==> src/bdm_defines.svh <==
`ifndef BDM_DEFINES_SVH
`define BDM_DEFINES_SVH
// Summary of operation
// RULE_01: Direct accesses use bank 0 when the bank select bit is clear, bank 1 when set.
// RULE_02: Software keeps the indirect bank bit and upper bank select bit at zero.
// RULE_03: General storage holds 128 locations of eight bits each.
// RULE_04: Every location is reachable directly or through the indirect address pointer.
// RULE_05: Special function registers are static storage needing no refresh.
// RULE_06: Offset 0x02 shows the program counter low byte, clearing to zero at reset.
// RULE_07: General storage answers at 0x20-0x7F in bank 0 and 0xA0-0xBF in bank 1.
// RULE_08: Bank 1 addresses 0xF0-0xFF reach the same storage as 0x70-0x7F.
// RULE_09: Reads of unimplemented locations return zero.
// RULE_10: Special function registers occupy the lowest 32 locations of each bank.
// RULE_11: Writes to unimplemented locations are discarded without changing state.

// ==========================================
// Core special register offsets
`define BDM_OFS_INDIRECT_DATA 5'h00
`define BDM_OFS_PC_LOW 5'h02
`define BDM_OFS_STATUS 5'h03
`define BDM_OFS_POINTER 5'h04
`define BDM_OFS_PC_HIGH_LATCH 5'h0A

// ==========================================
// Address map
`define BDM_SFR_LIMIT 7'h20
`define BDM_B0_GPR_LO 8'h20
`define BDM_B0_GPR_HI 8'h7F
`define BDM_B1_GPR_LO 8'hA0
`define BDM_B1_GPR_HI 8'hBF
`define BDM_B1_ALIAS_LO 8'hF0
`define BDM_B1_ALIAS_HI 8'hFF
`define BDM_B1_GPR_BASE_IDX 7'h60
`define BDM_ALIAS_BASE_IDX 7'h50
`define BDM_GPR_DEPTH 128

// ==========================================
// Status field positions
`define BDM_ST_INDIRECT_BANK 7
`define BDM_ST_UPPER_BANK 6
`define BDM_ST_BANK_SELECT 5
`define BDM_ST_TIMEOUT 4
`define BDM_ST_POWERDOWN 3
`define BDM_ST_WRITE_MASK 8'hE7
`define BDM_ST_FLAG_MASK 8'h07

// ==========================================
// Reset values
`define BDM_RST_PC_LOW 8'h00
`define BDM_RST_STATUS 8'h18
`define BDM_RST_POINTER 8'h00
`define BDM_RST_PC_HIGH_LATCH 5'h00
`define BDM_RST_READ 8'h00
`endif

==> src/bdm_pkg.sv <==
package bdm_pkg;
  typedef enum logic [1:0] {
    BDM_REGION_NONE = 2'h0,
    BDM_REGION_SFR = 2'h1,
    BDM_REGION_GPR = 2'h3
  } bdm_region_type;

  typedef struct packed {
    logic [6:0] addr;
    logic [7:0] wdata;
    logic we;
    logic re;
  } bdm_req_type;

  typedef struct packed {
    bdm_region_type region;
    logic [6:0] gpr_index;
    logic [4:0] sfr_offset;
  } bdm_decode_type;
endpackage

==> src/bdm_addr_decoder.sv <==
`timescale 1ns/1ps
`include "bdm_defines.svh"
module bdm_addr_decoder
  import bdm_pkg::*;
(
  input wire logic [7:0] full_addr,
  output bdm_decode_type dec
);
  // ==========================================
  // Region decode
  always_comb
  begin
    dec.region = BDM_REGION_NONE;
    dec.gpr_index = 7'h00;
    dec.sfr_offset = full_addr[4:0];
    if (full_addr[6:0] < `BDM_SFR_LIMIT)
    begin
      dec.region = BDM_REGION_SFR; // [RULE_10]
    end
    else if (full_addr >= `BDM_B0_GPR_LO && full_addr <= `BDM_B0_GPR_HI)
    begin
      dec.region = BDM_REGION_GPR; // [RULE_07]
      dec.gpr_index = full_addr[6:0] - `BDM_SFR_LIMIT;
    end
    else if (full_addr >= `BDM_B1_GPR_LO && full_addr <= `BDM_B1_GPR_HI)
    begin
      dec.region = BDM_REGION_GPR; // [RULE_07]
      dec.gpr_index = `BDM_B1_GPR_BASE_IDX + {2'h0, full_addr[4:0]};
    end
    else if (full_addr >= `BDM_B1_ALIAS_LO)
    begin
      dec.region = BDM_REGION_GPR; // [RULE_08]
      dec.gpr_index = `BDM_ALIAS_BASE_IDX + {3'h0, full_addr[3:0]};
    end
  end
endmodule // bdm_addr_decoder

==> src/bdm_storage.sv <==
`timescale 1ns/1ps
`include "bdm_defines.svh"
module bdm_storage
  import bdm_pkg::*;
(
  input wire logic clk,
  input wire logic we,
  input wire logic [6:0] waddr,
  input wire logic [7:0] wdata,
  input wire logic [6:0] raddr,
  output logic [7:0] rdata
);
  // ==========================================
  // Static array, no reset, no refresh
  logic [7:0] mem [0:`BDM_GPR_DEPTH-1]; // [RULE_03]

  always_ff @(posedge clk)
  begin
    if (we)
    begin
      mem[waddr] <= wdata;
    end
  end

  assign rdata = mem[raddr];
endmodule // bdm_storage

==> src/bdm_data_memory.sv <==
// Our own choice: strobed register access.
`timescale 1ns/1ps
`include "bdm_defines.svh"
module bdm_data_memory
  import bdm_pkg::*;
(
  input wire logic clk,
  input wire logic rst_b,
  input bdm_req_type req,
  input wire logic pc_step,
  input wire logic flags_we,
  input wire logic [2:0] flags_in,
  input wire logic [1:0] power_flags,
  output logic [7:0] rd_data_r,
  output logic [7:0] pc_low_r,
  output logic [7:0] status_r,
  output logic [7:0] pointer_r,
  output logic [4:0] pc_high_latch_r
);
  // ==========================================
  // Helper functions
  function automatic logic [7:0] bdm_direct_addr(input logic bank, input logic [6:0] ofs);
    bdm_direct_addr = {bank, ofs};
  endfunction

  function automatic logic bdm_is_offset(input bdm_decode_type d, input logic [4:0] ofs);
    bdm_is_offset = (d.region == BDM_REGION_SFR) && (d.sfr_offset == ofs);
  endfunction

  function automatic logic bdm_is_indirect(input logic [6:0] a);
    bdm_is_indirect = (a == {2'h0, `BDM_OFS_INDIRECT_DATA});
  endfunction

  function automatic logic [7:0] bdm_status_write(input logic [7:0] cur, input logic [7:0] wd);
    bdm_status_write = (cur & ~`BDM_ST_WRITE_MASK) | (wd & `BDM_ST_WRITE_MASK);
  endfunction

  function automatic logic [7:0] bdm_status_flags(input logic [7:0] cur, input logic [2:0] f);
    bdm_status_flags = (cur & ~`BDM_ST_FLAG_MASK) | {5'h00, f};
  endfunction

  // ==========================================
  // Effective address
  logic indirect;
  logic [7:0] eff_addr;
  bdm_decode_type dec;

  always_comb
  begin
    indirect = bdm_is_indirect(req.addr);
    if (indirect)
    begin
      eff_addr = pointer_r; // [RULE_04]
    end
    else
    begin
      eff_addr = bdm_direct_addr(status_r[`BDM_ST_BANK_SELECT], req.addr); // [RULE_01]
    end
  end

  bdm_addr_decoder u_decoder (
    .full_addr(eff_addr),
    .dec(dec)
  );

  // ==========================================
  // Decoded targets
  logic hit_pc_low;
  logic hit_status;
  logic hit_pointer;
  logic hit_pc_high_latch;
  logic hit_gpr;

  always_comb
  begin
    hit_pc_low = bdm_is_offset(dec, `BDM_OFS_PC_LOW);
    hit_status = bdm_is_offset(dec, `BDM_OFS_STATUS);
    hit_pointer = bdm_is_offset(dec, `BDM_OFS_POINTER);
    hit_pc_high_latch = bdm_is_offset(dec, `BDM_OFS_PC_HIGH_LATCH);
    hit_gpr = (dec.region == BDM_REGION_GPR);
  end

  // ==========================================
  // Write strobes, only to decoded targets
  logic wr_pc_low;
  logic wr_status;
  logic wr_pointer;
  logic wr_pc_high_latch;

  always_comb
  begin
    wr_pc_low = req.we && hit_pc_low;
    wr_status = req.we && hit_status;
    wr_pointer = req.we && hit_pointer;
    wr_pc_high_latch = req.we && hit_pc_high_latch; // [RULE_11]
  end

  // ==========================================
  // General storage
  logic gpr_we;
  logic [7:0] gpr_rdata;

  always_comb
  begin
    gpr_we = req.we && hit_gpr; // [RULE_11]
  end

  bdm_storage u_storage (
    .clk(clk),
    .we(gpr_we),
    .waddr(dec.gpr_index),
    .wdata(req.wdata),
    .raddr(dec.gpr_index),
    .rdata(gpr_rdata)
  );

  // ==========================================
  // Program counter low byte
  logic [7:0] pc_low_nxt;

  always_comb
  begin
    pc_low_nxt = pc_low_r;
    if (wr_pc_low)
    begin
      pc_low_nxt = req.wdata;
    end
    else if (pc_step)
    begin
      pc_low_nxt = pc_low_r + 8'h01;
    end
  end

  always_ff @(posedge clk or negedge rst_b)
  begin
    if (!rst_b)
    begin
      pc_low_r <= `BDM_RST_PC_LOW; // [RULE_06]
    end
    else
    begin
      pc_low_r <= pc_low_nxt; // [RULE_05]
    end
  end

  // ==========================================
  // Status flags
  logic [7:0] status_nxt;
  logic [7:0] status_wr;

  always_comb
  begin
    status_wr = status_r;
    if (flags_we)
    begin
      status_wr = bdm_status_flags(status_r, flags_in);
    end
    if (wr_status)
    begin
      status_wr = bdm_status_write(status_r, req.wdata);
    end
    status_nxt = status_wr;
    status_nxt[`BDM_ST_TIMEOUT] = power_flags[1];
    status_nxt[`BDM_ST_POWERDOWN] = power_flags[0];
  end

  always_ff @(posedge clk or negedge rst_b)
  begin
    if (!rst_b)
    begin
      status_r <= `BDM_RST_STATUS;
    end
    else
    begin
      status_r <= status_nxt; // [RULE_05]
    end
  end

  // ==========================================
  // Indirect pointer and high latch
  logic [7:0] pointer_nxt;
  logic [4:0] pc_high_latch_nxt;

  always_comb
  begin
    pointer_nxt = pointer_r;
    pc_high_latch_nxt = pc_high_latch_r;
    if (wr_pointer)
    begin
      pointer_nxt = req.wdata;
    end
    if (wr_pc_high_latch)
    begin
      pc_high_latch_nxt = req.wdata[4:0];
    end
  end

  always_ff @(posedge clk or negedge rst_b)
  begin
    if (!rst_b)
    begin
      pointer_r <= `BDM_RST_POINTER;
      pc_high_latch_r <= `BDM_RST_PC_HIGH_LATCH;
    end
    else
    begin
      pointer_r <= pointer_nxt; // [RULE_05]
      pc_high_latch_r <= pc_high_latch_nxt;
    end
  end

  // ==========================================
  // Read data, one cycle after the strobe
  logic [7:0] rd_data_nxt;

  always_comb
  begin
    rd_data_nxt = `BDM_RST_READ; // [RULE_09]
    if (req.re)
    begin
      if (hit_gpr)
      begin
        rd_data_nxt = gpr_rdata;
      end
      else if (hit_pc_low)
      begin
        rd_data_nxt = pc_low_r; // [RULE_06]
      end
      else if (hit_status)
      begin
        rd_data_nxt = status_r;
      end
      else if (hit_pointer)
      begin
        rd_data_nxt = pointer_r;
      end
      else if (hit_pc_high_latch)
      begin
        rd_data_nxt = {3'h0, pc_high_latch_r};
      end
    end
  end

  always_ff @(posedge clk or negedge rst_b)
  begin
    if (!rst_b)
    begin
      rd_data_r <= `BDM_RST_READ;
    end
    else
    begin
      rd_data_r <= rd_data_nxt;
    end
  end
endmodule // bdm_data_memory

==> config.mk <==
export PLATFORM = sky130hd
export DESIGN_NAME = bdm_data_memory
export DESIGN_NICKNAME = d
export VERILOG_FILES = /design/src/bdm_pkg.sv /design/src/bdm_addr_decoder.sv /design/src/bdm_storage.sv /design/src/bdm_data_memory.sv
export VERILOG_INCLUDE_DIRS = /design/src
export SDC_FILE = /design/constraint.sdc
export NUM_CORES = 1
export LEC_CHECK = 0
export ABC_CLOCK_PERIOD_IN_PS = 7900
export BUFFER_PORTS_ARGS = -buffer_cell sky130_fd_sc_hd__buf_2
export CELL_PAD_IN_SITES_DETAIL_PLACEMENT = 0
export CELL_PAD_IN_SITES_GLOBAL_PLACEMENT = 1
export CORE_MARGIN = 4
export CORE_UTILIZATION = 35
export CTS_BUF_LIST = sky130_fd_sc_hd__clkbuf_16
export DETAILED_ROUTE_END_ITERATION = 16
export GPL_TIMING_DRIVEN = 1
export PLACE_DENSITY_LB_ADDON = 0.1
export SLEW_MARGIN = 0
export SYNTH_ARGS = -nofsm -noshare
export SYNTH_HDL_FRONTEND = slang
export SYNTH_SLANG_ARGS = --single-unit
==> constraint.sdc <==
create_clock -name clk -period 7.9 [get_ports clk]
set_clock_uncertainty 0.15 [all_clocks]
set_input_delay 0 -clock clk [delete_from_list [all_inputs] [get_ports clk]]
set_output_delay 0 -clock clk [all_outputs]
set_load 0.02 [all_outputs]
==> impl_results.md, run 1 <==
- Worst hold path type: input port to flop
- Slew Viols, Final: 0
- Post-Syn Area: 40,400 um2
- Worst-Margin Slew: 1.33 ns
- Switching power: 2.98 mW
- Largest family of logic cells by synthesized area: compound AO/OA/AOI/OAI gates
- Pin count of the biggest net entering global routing: 88
- Critical Path Source Type: flop
- Avg Cell Area, Syn: 15.5 um2
- Maximum VDD drop: 0.174 mV
- Comb power frac: 0.071
- GP Congestion: 0.860
- Async SR Flop Fraction: 0.0349
- Pre-CTS setup slack: 1.82 ns
- CTS tree: done
- Outcome: finished, final reports clean
- Worst R2R Setup Slack: 1.71 ns
- Critical path class: flop to flop
- CP endpoint kind: flop
- PD cells: 265 nW/um2
- Leak Pwr: 14.7 nW
- CTS Buf Count: 112
- Complex-gate fraction of the synthesized area: 0.117
- CTS H-tree lvls: 3
- # setup viols final: 0
- Post-CTS Setup Bufs: 0
- Syn_nets: 2,630
- Post-route ant nets: 0
- Die Span X: 348 um
- Xor/xnor cell area share of the yosys netlist: 0.00152
- Flop pwr share: 0.509
- Critical R2R Capture: rd_data_r[1]
- Vias: 25,900
- Layout overhead on the synthesized area: 15.3%
- Final Hold Viols: 0
- Final min period: 6.19 ns
- Vias in the first global route: 24,800
- Worst Setup EP: rd_data_r[1]
- Share of layout cells above drive strength 1: 0.126
- Cell Rows: 124
- CP Data Arrival Time: 6.66 ns
- Crit path from: pointer_r[6]
- Root Driver: clkbuf_16
- Initial cell density of the core: 0.353
- Main synth FF type: edfxtp_1
- Port Buffers: 62
- Drt first pass iters: 7
- Top cells by area, synth: edfxtp_1 76%, o22ai_1 4.9%, nor2_1 2.5%, dfrtp_1 2.2%, nand2_1 1.7%
- Clock-pin slew on the worst setup and hold paths: 0.06 ns
- Max-cap violations: 0
- Mux share of post-synthesis cell area: 0.0133
- RR Startpoint: pointer_r[6]
- WL final: 153,000 um
- Critical-path maximum fanout: 48
- Global Route Usage Sum: 0.247
- Final period util: 0.783
- Proportion of netlist area held by the largest area contributor: 0.761
- Initial antenna violation count: 4
- Core ar.: 115,000 um2
- Synth cell types: 78
- First-pass GRT wire length: 210,000 um
- Worst reg2reg path depth: 12
- Area of the multi-input gates: 8180 um2
- Vias per cell: 5.99
- Fmax: 162 MHz
- CTS sink cnt: 1,061
- Synth Area in Adders: 0.000619
- Post-DP Area: 42,700 um2
- Synth Register Bits: 1,061
- Die height: 348 um
- Final worst slack: 1.71 ns
- Resized cells post-CTS: 0
- Clock power share: 0.421
- Internal power: 9.39 mW
- Clk buf depth: 3
- Quantity of hold-fixing buffers added after cts: 32
- Die area: 121,000 um2
- Sequential area share after synthesis: 0.784
- GRT overflow: 0
- Req. time, crit path: 8.37 ns
- Switching fraction of total power: 0.241
- Area share of and/or/nand/nor cells after synthesis: 0.0648
- Non-Filler Cell Area, Final: 46,600 um2
- Wire per inst: 35.3 um
- Number of fill cells: 10,500
- Worst skew pair latency: 0.73 ns
- Synth warnings: 0
- Storage cell area: 31,700 um2
- Setup TNS: 0 ns
- Synth top cells by count: 1,024 x edfxtp_1, 316 x o22ai_1, 267 x nor2_1, 184 x nand2_1, 105 x o21ai_0
- # nets final: 2,744
- DP Wirelength: 91,300 um
- Relative slew slack: 0.112
- I/O pin cnt: 63
- RSZ-0062 raised after global routing: no
- 1st-iter DRT viols: 3,231
- Number of synthesized flops with an enable pin: 1,024
- Syn Inst Count: 2,602
- Core Util, Final: 0.407
- Most common cell in the synthesized netlist: edfxtp_1
- Yosys top cell by area: edfxtp_1
- Drt drc: 0
==> cells in the final DEF, fill, tap and decap left out, types with 11 or more instances in the layout <==
cell           instances
nand4_1               14
inv_1                 34
a211oi_1              17
nand3_1               36
buf_4                 74
mux2_2                28
mux2i_1               22
nand2_1              181
o22ai_1              316
o211ai_1              13
a31oi_1               28
dfrtp_1               35
o21ai_0              104
nor3_1                57
dlygate4sd3_1         31
clkinv_2              16
o22a_1                29
a21oi_1               33
clkbuf_16            113
buf_2                 54
nor2_1               263
o221ai_1              52
clkinv_1              29
a22oi_1               12
edfxtp_1            1024
bufinv_16             11
o31ai_1               13
==> cell families (layout without fill, tap and decap cells) <==
family	after synthesis	count (layout)
DFF	1061	1061
AOI/OAI and AO/OA	705	705
and+or+nand+nor	606	606
buffers and inverters	171	376
muxes	50	50
xor gates and xnor gates	7	7
adders and majority gates	2	2
other	0	2
==> flip-flops by register name, indices dropped and copies added, names as in the netlist <==
signal and cells:
u_storage.mem 1024, pc_low_r 8, pointer_r 8, rd_data_r 8, status_r 8, pc_high_latch_r 5
==> area by class of cell <==
cell class	instances	share of cell area
clock buffer	113	0.0607
antenna	2	0.000107
timing repair buffer	163	0.0263
sequential	1061	0.680
multi-input combinational	1370	0.175
inverter	8	0.000644
tap	1512	0.0406
clock inverter	92	0.0165
==> power groups by stage <==
stage	registers [mW]	logic [mW]	clock network, mW
2_1_floorplan	6.41	0.345	0
3_3_place_gp	6.41	0.845	0
3_5_place_dp	6.41	0.851	0
4_1_cts	6.29	0.869	5.27
5_1_grt	6.29	0.908	5.52
6_report	6.29	0.872	5.20
==> through the flow <==
step	std cells	total power [mW]	hold WS, ns
floorplan	2602	6.76	-0.446
global placement	4082	7.25	-0.0425
detailed placement	4082	7.26	-0.0429
CTS	4319	12.4	0.0255
global route	4319	12.7	0.0836
finish	4321	12.4	0.0891
==> worst max-delay path, stage by stage, from the launching register on <==
cell      delay [ns]
dfrtp_1         0.46
a41oi_2         0.39
ha_1            0.52
a221oi_1        0.09
and4_1          0.26
nor2_2          0.87
a21o_4          0.81
buf_4           0.59
o22ai_1         0.17
o21ai_0         0.38
a31oi_1         0.38
nor4_1          0.74
o21a_1          0.23
==> how the worst min path moves through the flow <==
stage / start / end / slack (ns) / depth (start not counted)
2_1_floorplan: rst_b / pc_high_latch_r[0] / -0.45 / 0
3_3_place_gp: power_flags[0] / status_r[3] / -0.04 / 1
3_5_place_dp: power_flags[1] / status_r[4] / -0.04 / 1
4_1_cts: req[14] / pc_high_latch_r[2] / 0.03 / 5
5_1_grt: req[14] / pc_high_latch_r[1] / 0.08 / 5
6_report: pc_step / pc_low_r[0] / 0.09 / 4
==> routing by layer <==
layer  routed length [um]  up-vias  track usage
met4                 3670        2       0.0623
met1                67800    13700        0.362
met2                68700     1326        0.380
li1                     -    10700            -
met3                12500      190       0.0477
met5                   13        -            0
Note: power is estimated with default switching activity, not from simulation.
==> inputs of run 2 (changes only) <==
--- a/config.mk
+++ b/config.mk
@@ -6,7 +6,8 @@
 export SDC_FILE = /design/constraint.sdc
 export NUM_CORES = 1
 export LEC_CHECK = 0
-export ABC_CLOCK_PERIOD_IN_PS = 7900
+export ABC_AREA = 1
+export ABC_CLOCK_PERIOD_IN_PS = 6200
 export BUFFER_PORTS_ARGS = -buffer_cell sky130_fd_sc_hd__buf_2
 export CELL_PAD_IN_SITES_DETAIL_PLACEMENT = 0
 export CELL_PAD_IN_SITES_GLOBAL_PLACEMENT = 1
==> constraint.sdc (replaced) <==
create_clock -name clk -period 6.2 [get_ports clk]
set_clock_uncertainty 0.15 [all_clocks]
set_input_delay 0 -clock clk [delete_from_list [all_inputs] [get_ports clk]]
set_output_delay 0 -clock clk [all_outputs]
set_load 0.02 [all_outputs]
==> run 2 against run 1 <==
Sequential share of layout area is 9.8 points lower. Total power is 31% higher. Critical path type unchanged. Routed wire length is 1.7% higher. Combinational power is 100% higher. Fmax is 34% higher. Sequential cell count stayed put. Design area is 17% higher. Synthesized cell count is 88% higher. Count of clock-buffer cells in the layout is 8 higher.
==> impl_results.md, run 2 <==
- Port Buffers: 62
- Cell Rows: 135
- Critical-path maximum fanout: 97
- Die height: 379 um
- Worst hold path type: input port to flop
- # nets final: 4,990
- # setup viols final: 0
- Pin count of the biggest net entering global routing: 150
- Post-DP Area: 50,600 um2
- Clock-pin slew on the worst setup and hold paths: 0.06 ns
- Synth Register Bits: 1,061
- N_diodes: 0
- Hold wc startpoint: req[16]
- Worst skew pair latency: 0.73 ns
- Slowest cell delay on critical path: 0.91 ns
- Post-Syn Area: 48,200 um2
- Critical path class: flop to flop
- Post-route ant nets: 0
- CTS Buf Count: 118
- Setup TNS: 0 ns
- Core ar.: 136,000 um2
- Slowest cell on crit path: nor2_1
- CTS sink cnt: 1,061
- Syn Inst Count: 4,880
- Worst-Margin Slew: 1.14 ns
- Main synth FF type: edfxtp_1
- GRT overflow: 0
- PD cells: 298 nW/um2
- Proportion of netlist area held by the largest area contributor: 0.638
- RSZ-0062 raised after global routing: no
- Most common cell in the synthesized netlist: nand2_1
- Highest-count cells in the layout ignoring fill and taps: 2,036 x nand2_1, 1,024 x edfxtp_1, 560 x inv_1
- Synth cell types: 43
- Hold depth: 10
- CTS H-tree lvls: 3
- Vias in the first global route: 31,800
- 1st-iter DRT viols: 2,591
- Synth top cells by count: 2,038 x nand2_1, 1,024 x edfxtp_1, 528 x inv_1, 347 x nor2_1, 312 x nand3b_1
- Sequential area share after synthesis: 0.658
- Resized cells post-CTS: 0
- Share of layout cells above drive strength 1: 0.0731
- Yosys top cell by area: edfxtp_1
- Max reg flops: 1,024
- Die Span X: 379 um
- CP Data Arrival Time: 4.83 ns
- Layout overhead on the synthesized area: 13.1%
- Die area: 144,000 um2
- Vias: 32,900
- Core Util, Final: 0.400
- Top cells by area, synth: edfxtp_1 64%, nand2_1 16%, nand3b_1 4.9%, inv_1 4.1%, nor2_1 2.7%
- Drt first pass iters: 7
- Relative slew slack: 0.239
- Synth warnings: 0
- Final Hold Viols: 0
- Wire per inst: 22.7 um
- GP Congestion: 0.851
- Outcome: finished, final reports clean
- Syn_nets: 4,908
- Critical R2R Capture: u_storage.mem[53][3]
- Commonest non-fill, non-tap cell in the layout: nand2_1
- Initial cell density of the core: 0.354
- Async SR Flop Fraction: 0.0349
- Crit path max-delay family: simple AND/OR/NAND/NOR gates
- Drt drc: 0
- Slew Viols, Final: 0
- Clk buf depth: 3
- Total power: 16.2 mW
- DP Wirelength: 91,600 um
- First-pass GRT wire length: 226,000 um
- Number of synthesized flops with an enable pin: 1,024
- Worst Path Buf+Inv: 3
- Worst R2R Setup Slack: 1.57 ns
- Global Route Usage Sum: 0.215
- Worst reg2reg path depth: 12
- Max-cap violations: 0
- Maximum VDD drop: 0.231 mV
- Fmax: 216 MHz
- WL final: 155,000 um
- I/O pin cnt: 63
- Initial antenna violation count: 5
- Final period util: 0.747
- Critical Path Source Type: flop
- Final min period: 4.63 ns
- Root Driver: clkbuf_16
- Min Hold Slack: 0.0887 ns
- Vias per cell: 4.82
- RR Startpoint: pointer_r[6]
- Leak Pwr: 23.2 nW
- Non-Filler Cell Area, Final: 54,500 um2
- Largest Register: u_storage.mem
- Req. time, crit path: 6.40 ns
- CP cell instances: inv_1 > nand3_1 > nand2_2 > ha_1 > inv_1 > nand3_2 > nand2_8 > buf_12 > nand2_1 > nor2_1 > nand2_2 > nor2_1
- CTS tree: done
- Avg Cell Area, Syn: 9.87 um2
- CP endpoint kind: flop
- Hold worst-path end: rd_data_r[5]
run 2: cell types whose count changed in the layout (fill, tap and decap cells not counted), sizes merged, moves of 47 or more:
cell	delta
nand2	+1867
inv	+539
o22ai	-311
nand3b	+310
nor2	+85
nand3	+55
nor3	-54
o221ai	-50
o21ai	+47
run 2: cell families after synthesis:
kind of cell,after synthesis,synth area share
AOI/OAI and AO/OA,195,0.0220
xor gates and xnor gates,2,0.000364
buffers and inverters,789,0.0687
and+or+nand+nor,2831,0.251
adders and majority gates,2,0.000519
DFF,1061,0.658
run 2: worst max path at each step:
stage | from | endpoint | slack (ns) | cells after the start
floorplan | pointer_r[6] | u_storage.mem[100][0] | 2.94 | 14
finish | pointer_r[6] | u_storage.mem[53][3] | 1.57 | 12
global route | pointer_r[6] | u_storage.mem[53][0] | 1.36 | 12
detailed placement | pointer_r[6] | u_storage.mem[53][6] | 1.57 | 12
global placement | req[14] | u_storage.mem[117][4] | 1.61 | 14
CTS | pointer_r[6] | u_storage.mem[53][0] | 1.55 | 12
run 2: worst reg2reg max path: stages, from the launching register on:
cell	delay [ns]
dfrtp_1	0.40
inv_1	0.07
nand3_1	0.09
nand2_2	0.09
ha_1	0.23
inv_1	0.07
nand3_2	0.22
nand2_8	0.45
buf_12	0.43
nand2_1	0.37
nor2_1	0.22
nand2_2	0.53
nor2_1	0.93
run 2: layout make-up:
class	instances	area [um2]
Clock buffer	121	3030
Clock inverter	85	473
Fill cell	13500	81700
Inverter	545	2050
Multi-Input combinational cell	3030	13300
Sequential cell	1061	31700
Tap cell	1781	2230
Timing Repair Buffer	206	1750
run 2: metrics by stage:
stage / setup WS (ns) / instances
2_1_floorplan: 2.94 / 4880
3_3_place_gp: 1.61 / 6585
3_5_place_dp: 1.57 / 6585
4_1_cts: 1.55 / 6829
5_1_grt: 1.36 / 6829
6_report: 1.57 / 6829
run 2: repair_timing:
action                    4_1_cts  5_1_grt
hold endpoints to repair      613        0
hold buffers                   38        0
setup buffers                   0        0
run 2: power by group:
group / internal (mW) / total [mW] / switching (mW) / leakage [nW]
combinational: 0.421 / 1.76 / 1.34 / 11.6
sequential: 7.92 / 7.97 / 0.0478 / 9.68
clock: 3.64 / 6.52 / 2.88 / 1.84
run 2: per-layer routing:
layer	up-vias	GRT usage	wire length, um
li1	15900	-	-
met1	16100	0.307	72900
met2	690	0.351	72700
met3	182	0.0270	6430
met4	0	0.0462	3210
met5	-	0	0
==> inputs of run 3 (changes only) <==
--- a/config.mk
+++ b/config.mk
@@ -7,7 +7,7 @@
 export NUM_CORES = 1
 export LEC_CHECK = 0
 export ABC_AREA = 1
-export ABC_CLOCK_PERIOD_IN_PS = 6200
+export ABC_CLOCK_PERIOD_IN_PS = 4300
 export BUFFER_PORTS_ARGS = -buffer_cell sky130_fd_sc_hd__buf_2
 export CELL_PAD_IN_SITES_DETAIL_PLACEMENT = 0
 export CELL_PAD_IN_SITES_GLOBAL_PLACEMENT = 1
==> constraint.sdc (replaced) <==
create_clock -name clk -period 4.3 [get_ports clk]
set_clock_uncertainty 0.15 [all_clocks]
set_input_delay 0 -clock clk [delete_from_list [all_inputs] [get_ports clk]]
set_output_delay 0 -clock clk [all_outputs]
set_load 0.02 [all_outputs]
==> run 3 against run 2 <==
Hold slack worse by 0.024 ns. Routed wire length shrank 0.48%. Via count is 1.3% higher. Critical path depth rose by 10. Total power increased by 47%. Combinational power rose by 48%. Global-route usage barely moved. Sequential cell count is the same. Critical endpoint is now rd_data_r[0]. Largest cell class unchanged.
==> impl_results.md, run 3 (synthesized netlist as in run 2, its figures left out) <==
- 1st-iter DRT viols: 2,737
- Setup TNS: 0 ns
- Final Hold Viols: 0
- Worst-Margin Slew: 0.945 ns
- Core ar.: 136,000 um2
- Met2 GRT Util: 0.343
- Maximum VDD drop: 0.412 mV
- Global Route Usage Sum: 0.214
- GP Congestion: 0.820
- Relative slew slack: 0.370
- Worst skew pair latency: 0.74 ns
- Met3 Usage GRT: 0.0357
- Die height: 379 um
- Cell Rows: 135
- Worst hold path type: input port to flop
- Layout overhead on the synthesized area: 16.1%
- WL final: 155,000 um
- GRT busiest layer: met2
- Final period util: 0.959
- CTS H-tree lvls: 3
- Die area: 144,000 um2
- Slew Viols, Final: 0
- Drt drc: 0
- GRT overflow: 0
- Critical path class: flop to flop
- Commonest non-fill, non-tap cell in the layout: nand2_1
- Vias in the first global route: 32,600
- M1 GR Usage: 0.304
- Die Span X: 379 um
- RSZ-0062 raised after global routing: no
- PD cells: 428 nW/um2
- Vias per cell: 4.78
- I/O pin cnt: 63
- CTS tree: done
- CP cell instances: inv_1 > nand3_1 > nand2_2 > ha_1 > inv_1 > nand3_2 > nand2_8 > nand2_8 > buf_12 > nand2_1 > nand2_1 > nand2_1 > nand2_1 > nand2_1 > nand2_1 > nand2_1 > nand2_1 > o21ai_1 > nand2_1 > nor2_2 > nor2_1 > nor2_1
- Final min period: 4.13 ns
- Most common cell on crit path: nand2_1
- Initial antenna violation count: 2
- Post-CTS Setup Bufs: 0
- Largest Register: u_storage.mem
- Critical-path maximum fanout: 81
- Outcome: finished, final reports clean
- CP endpoint kind: flop
- Vias: 33,300
- Port Buffers: 62
- Clk buf depth: 3
- Critical Path Source Type: flop
- Initial cell density of the core: 0.354
- Wire per inst: 22.2 um
- Req. time, crit path: 4.81 ns
- CP Data Arrival Time: 4.64 ns
- Core Util, Final: 0.411
- CTS sink cnt: 1,061
- Root Driver: clkbuf_16
- CTS Buf Count: 121
- Slowest cell delay on critical path: 0.42 ns
- First-pass GRT wire length: 225,000 um
- Leak Pwr: 24.0 nW
- Max-cap violations: 0
- Pin count of the biggest net entering global routing: 93
- DP Wirelength: 94,500 um
- Clock-pin slew on the worst setup and hold paths: 0.06 ns
- # nets final: 5,120
- Post-route ant nets: 0
- # setup viols final: 0
- Fmax: 242 MHz
- Max reg flops: 1,024
- Slowest cell on crit path: o21ai_1
- Share of layout cells above drive strength 1: 0.0992
- Drt first pass iters: 8
- Highest-count cells in the layout ignoring fill and taps: 2,037 x nand2_1, 1,024 x edfxtp_1, 553 x inv_1
-- run 3: changes by cell type in the layout (fill, tap and decap cells not counted), sizes merged, moves of 2 or more --
cell,before,now
clkinv,50,57
inv,576,571
dlygate4sd3,37,35
clkinvlp,0,8
bufinv,4,7
clkbuf,121,124
buf,169,298
-- run 3: final cells by class --
cell class	instances	area, um2
multi-input combinational	3030	13300
antenna	1	2.50
sequential	1061	31700
clock buffer	124	3100
clock inverter	98	668
inverter	545	2050
fill	13500	80200
tap	1781	2230
timing repair buffer	333	2910
-- run 3: power breakdown --
| group | leakage (nW) | switching, mW | internal, mW |
|---|---|---|---|
| registers | 9.68 | 0.0660 | 11.4 |
| logic | 12.4 | 1.93 | 0.679 |
| clock network | 1.93 | 4.27 | 5.60 |
-- run 3: what timing repair did --
action                                  CTS  global route
endpoints found under the setup margin    0             2
hold buffers                             36             0
endpoints found under the hold margin   842             0
resized for setup                         0             2
-- run 3: per-layer routing --
| metal | wire (um) | up-vias |
|---|---|---|
| li1 | - | 16200 |
| met1 | 71800 | 16200 |
| met2 | 70900 | 716 |
| met3 | 7850 | 213 |
| met4 | 3920 | 0 |
| met5 | 0 | - |
-- run 3: worst max-delay path, delay by kind of cell, from the launching register on --
family	cells	cell delay (ns)
DFF	1	0.40
adders and majority gates	1	0.23
AOI/OAI and AO/OA	1	0.42
and+or+nand+nor	17	2.33
buffers and inverters	3	0.46
-- run 3: final timing paths --
check                      cells after the start    startpoint  slack, ns           end
hold / removal                                 5      flags_we       0.06   status_r[1]
min in group asynchronous                      3         rst_b       0.21   status_r[3]
max in group asynchronous                      4         rst_b       3.54  rd_data_r[5]
hold reg to reg                                2  pointer_r[4]       0.36  pointer_r[4]
setup / recovery                              22  pointer_r[6]       0.17  rd_data_r[0]
setup reg to reg                              22  pointer_r[6]       0.17  rd_data_r[0]
-- run 3: through the flow --
step           total power [mW]  worst slack (ns)  cell area (um2)  hold WS [ns]  cells
4_1_cts                    24.2             0.111            55900      0.000160   6972
3_5_place_dp               14.3             0.143            51800       -0.0395   6714
3_3_place_gp               14.3             0.143            51800       -0.0441   6714
2_1_floorplan              13.1              1.04            48200        -0.446   4880
6_report                   24.0             0.174            55900        0.0644   6973
5_1_grt                    24.9            0.0755            55900        0.0862   6972
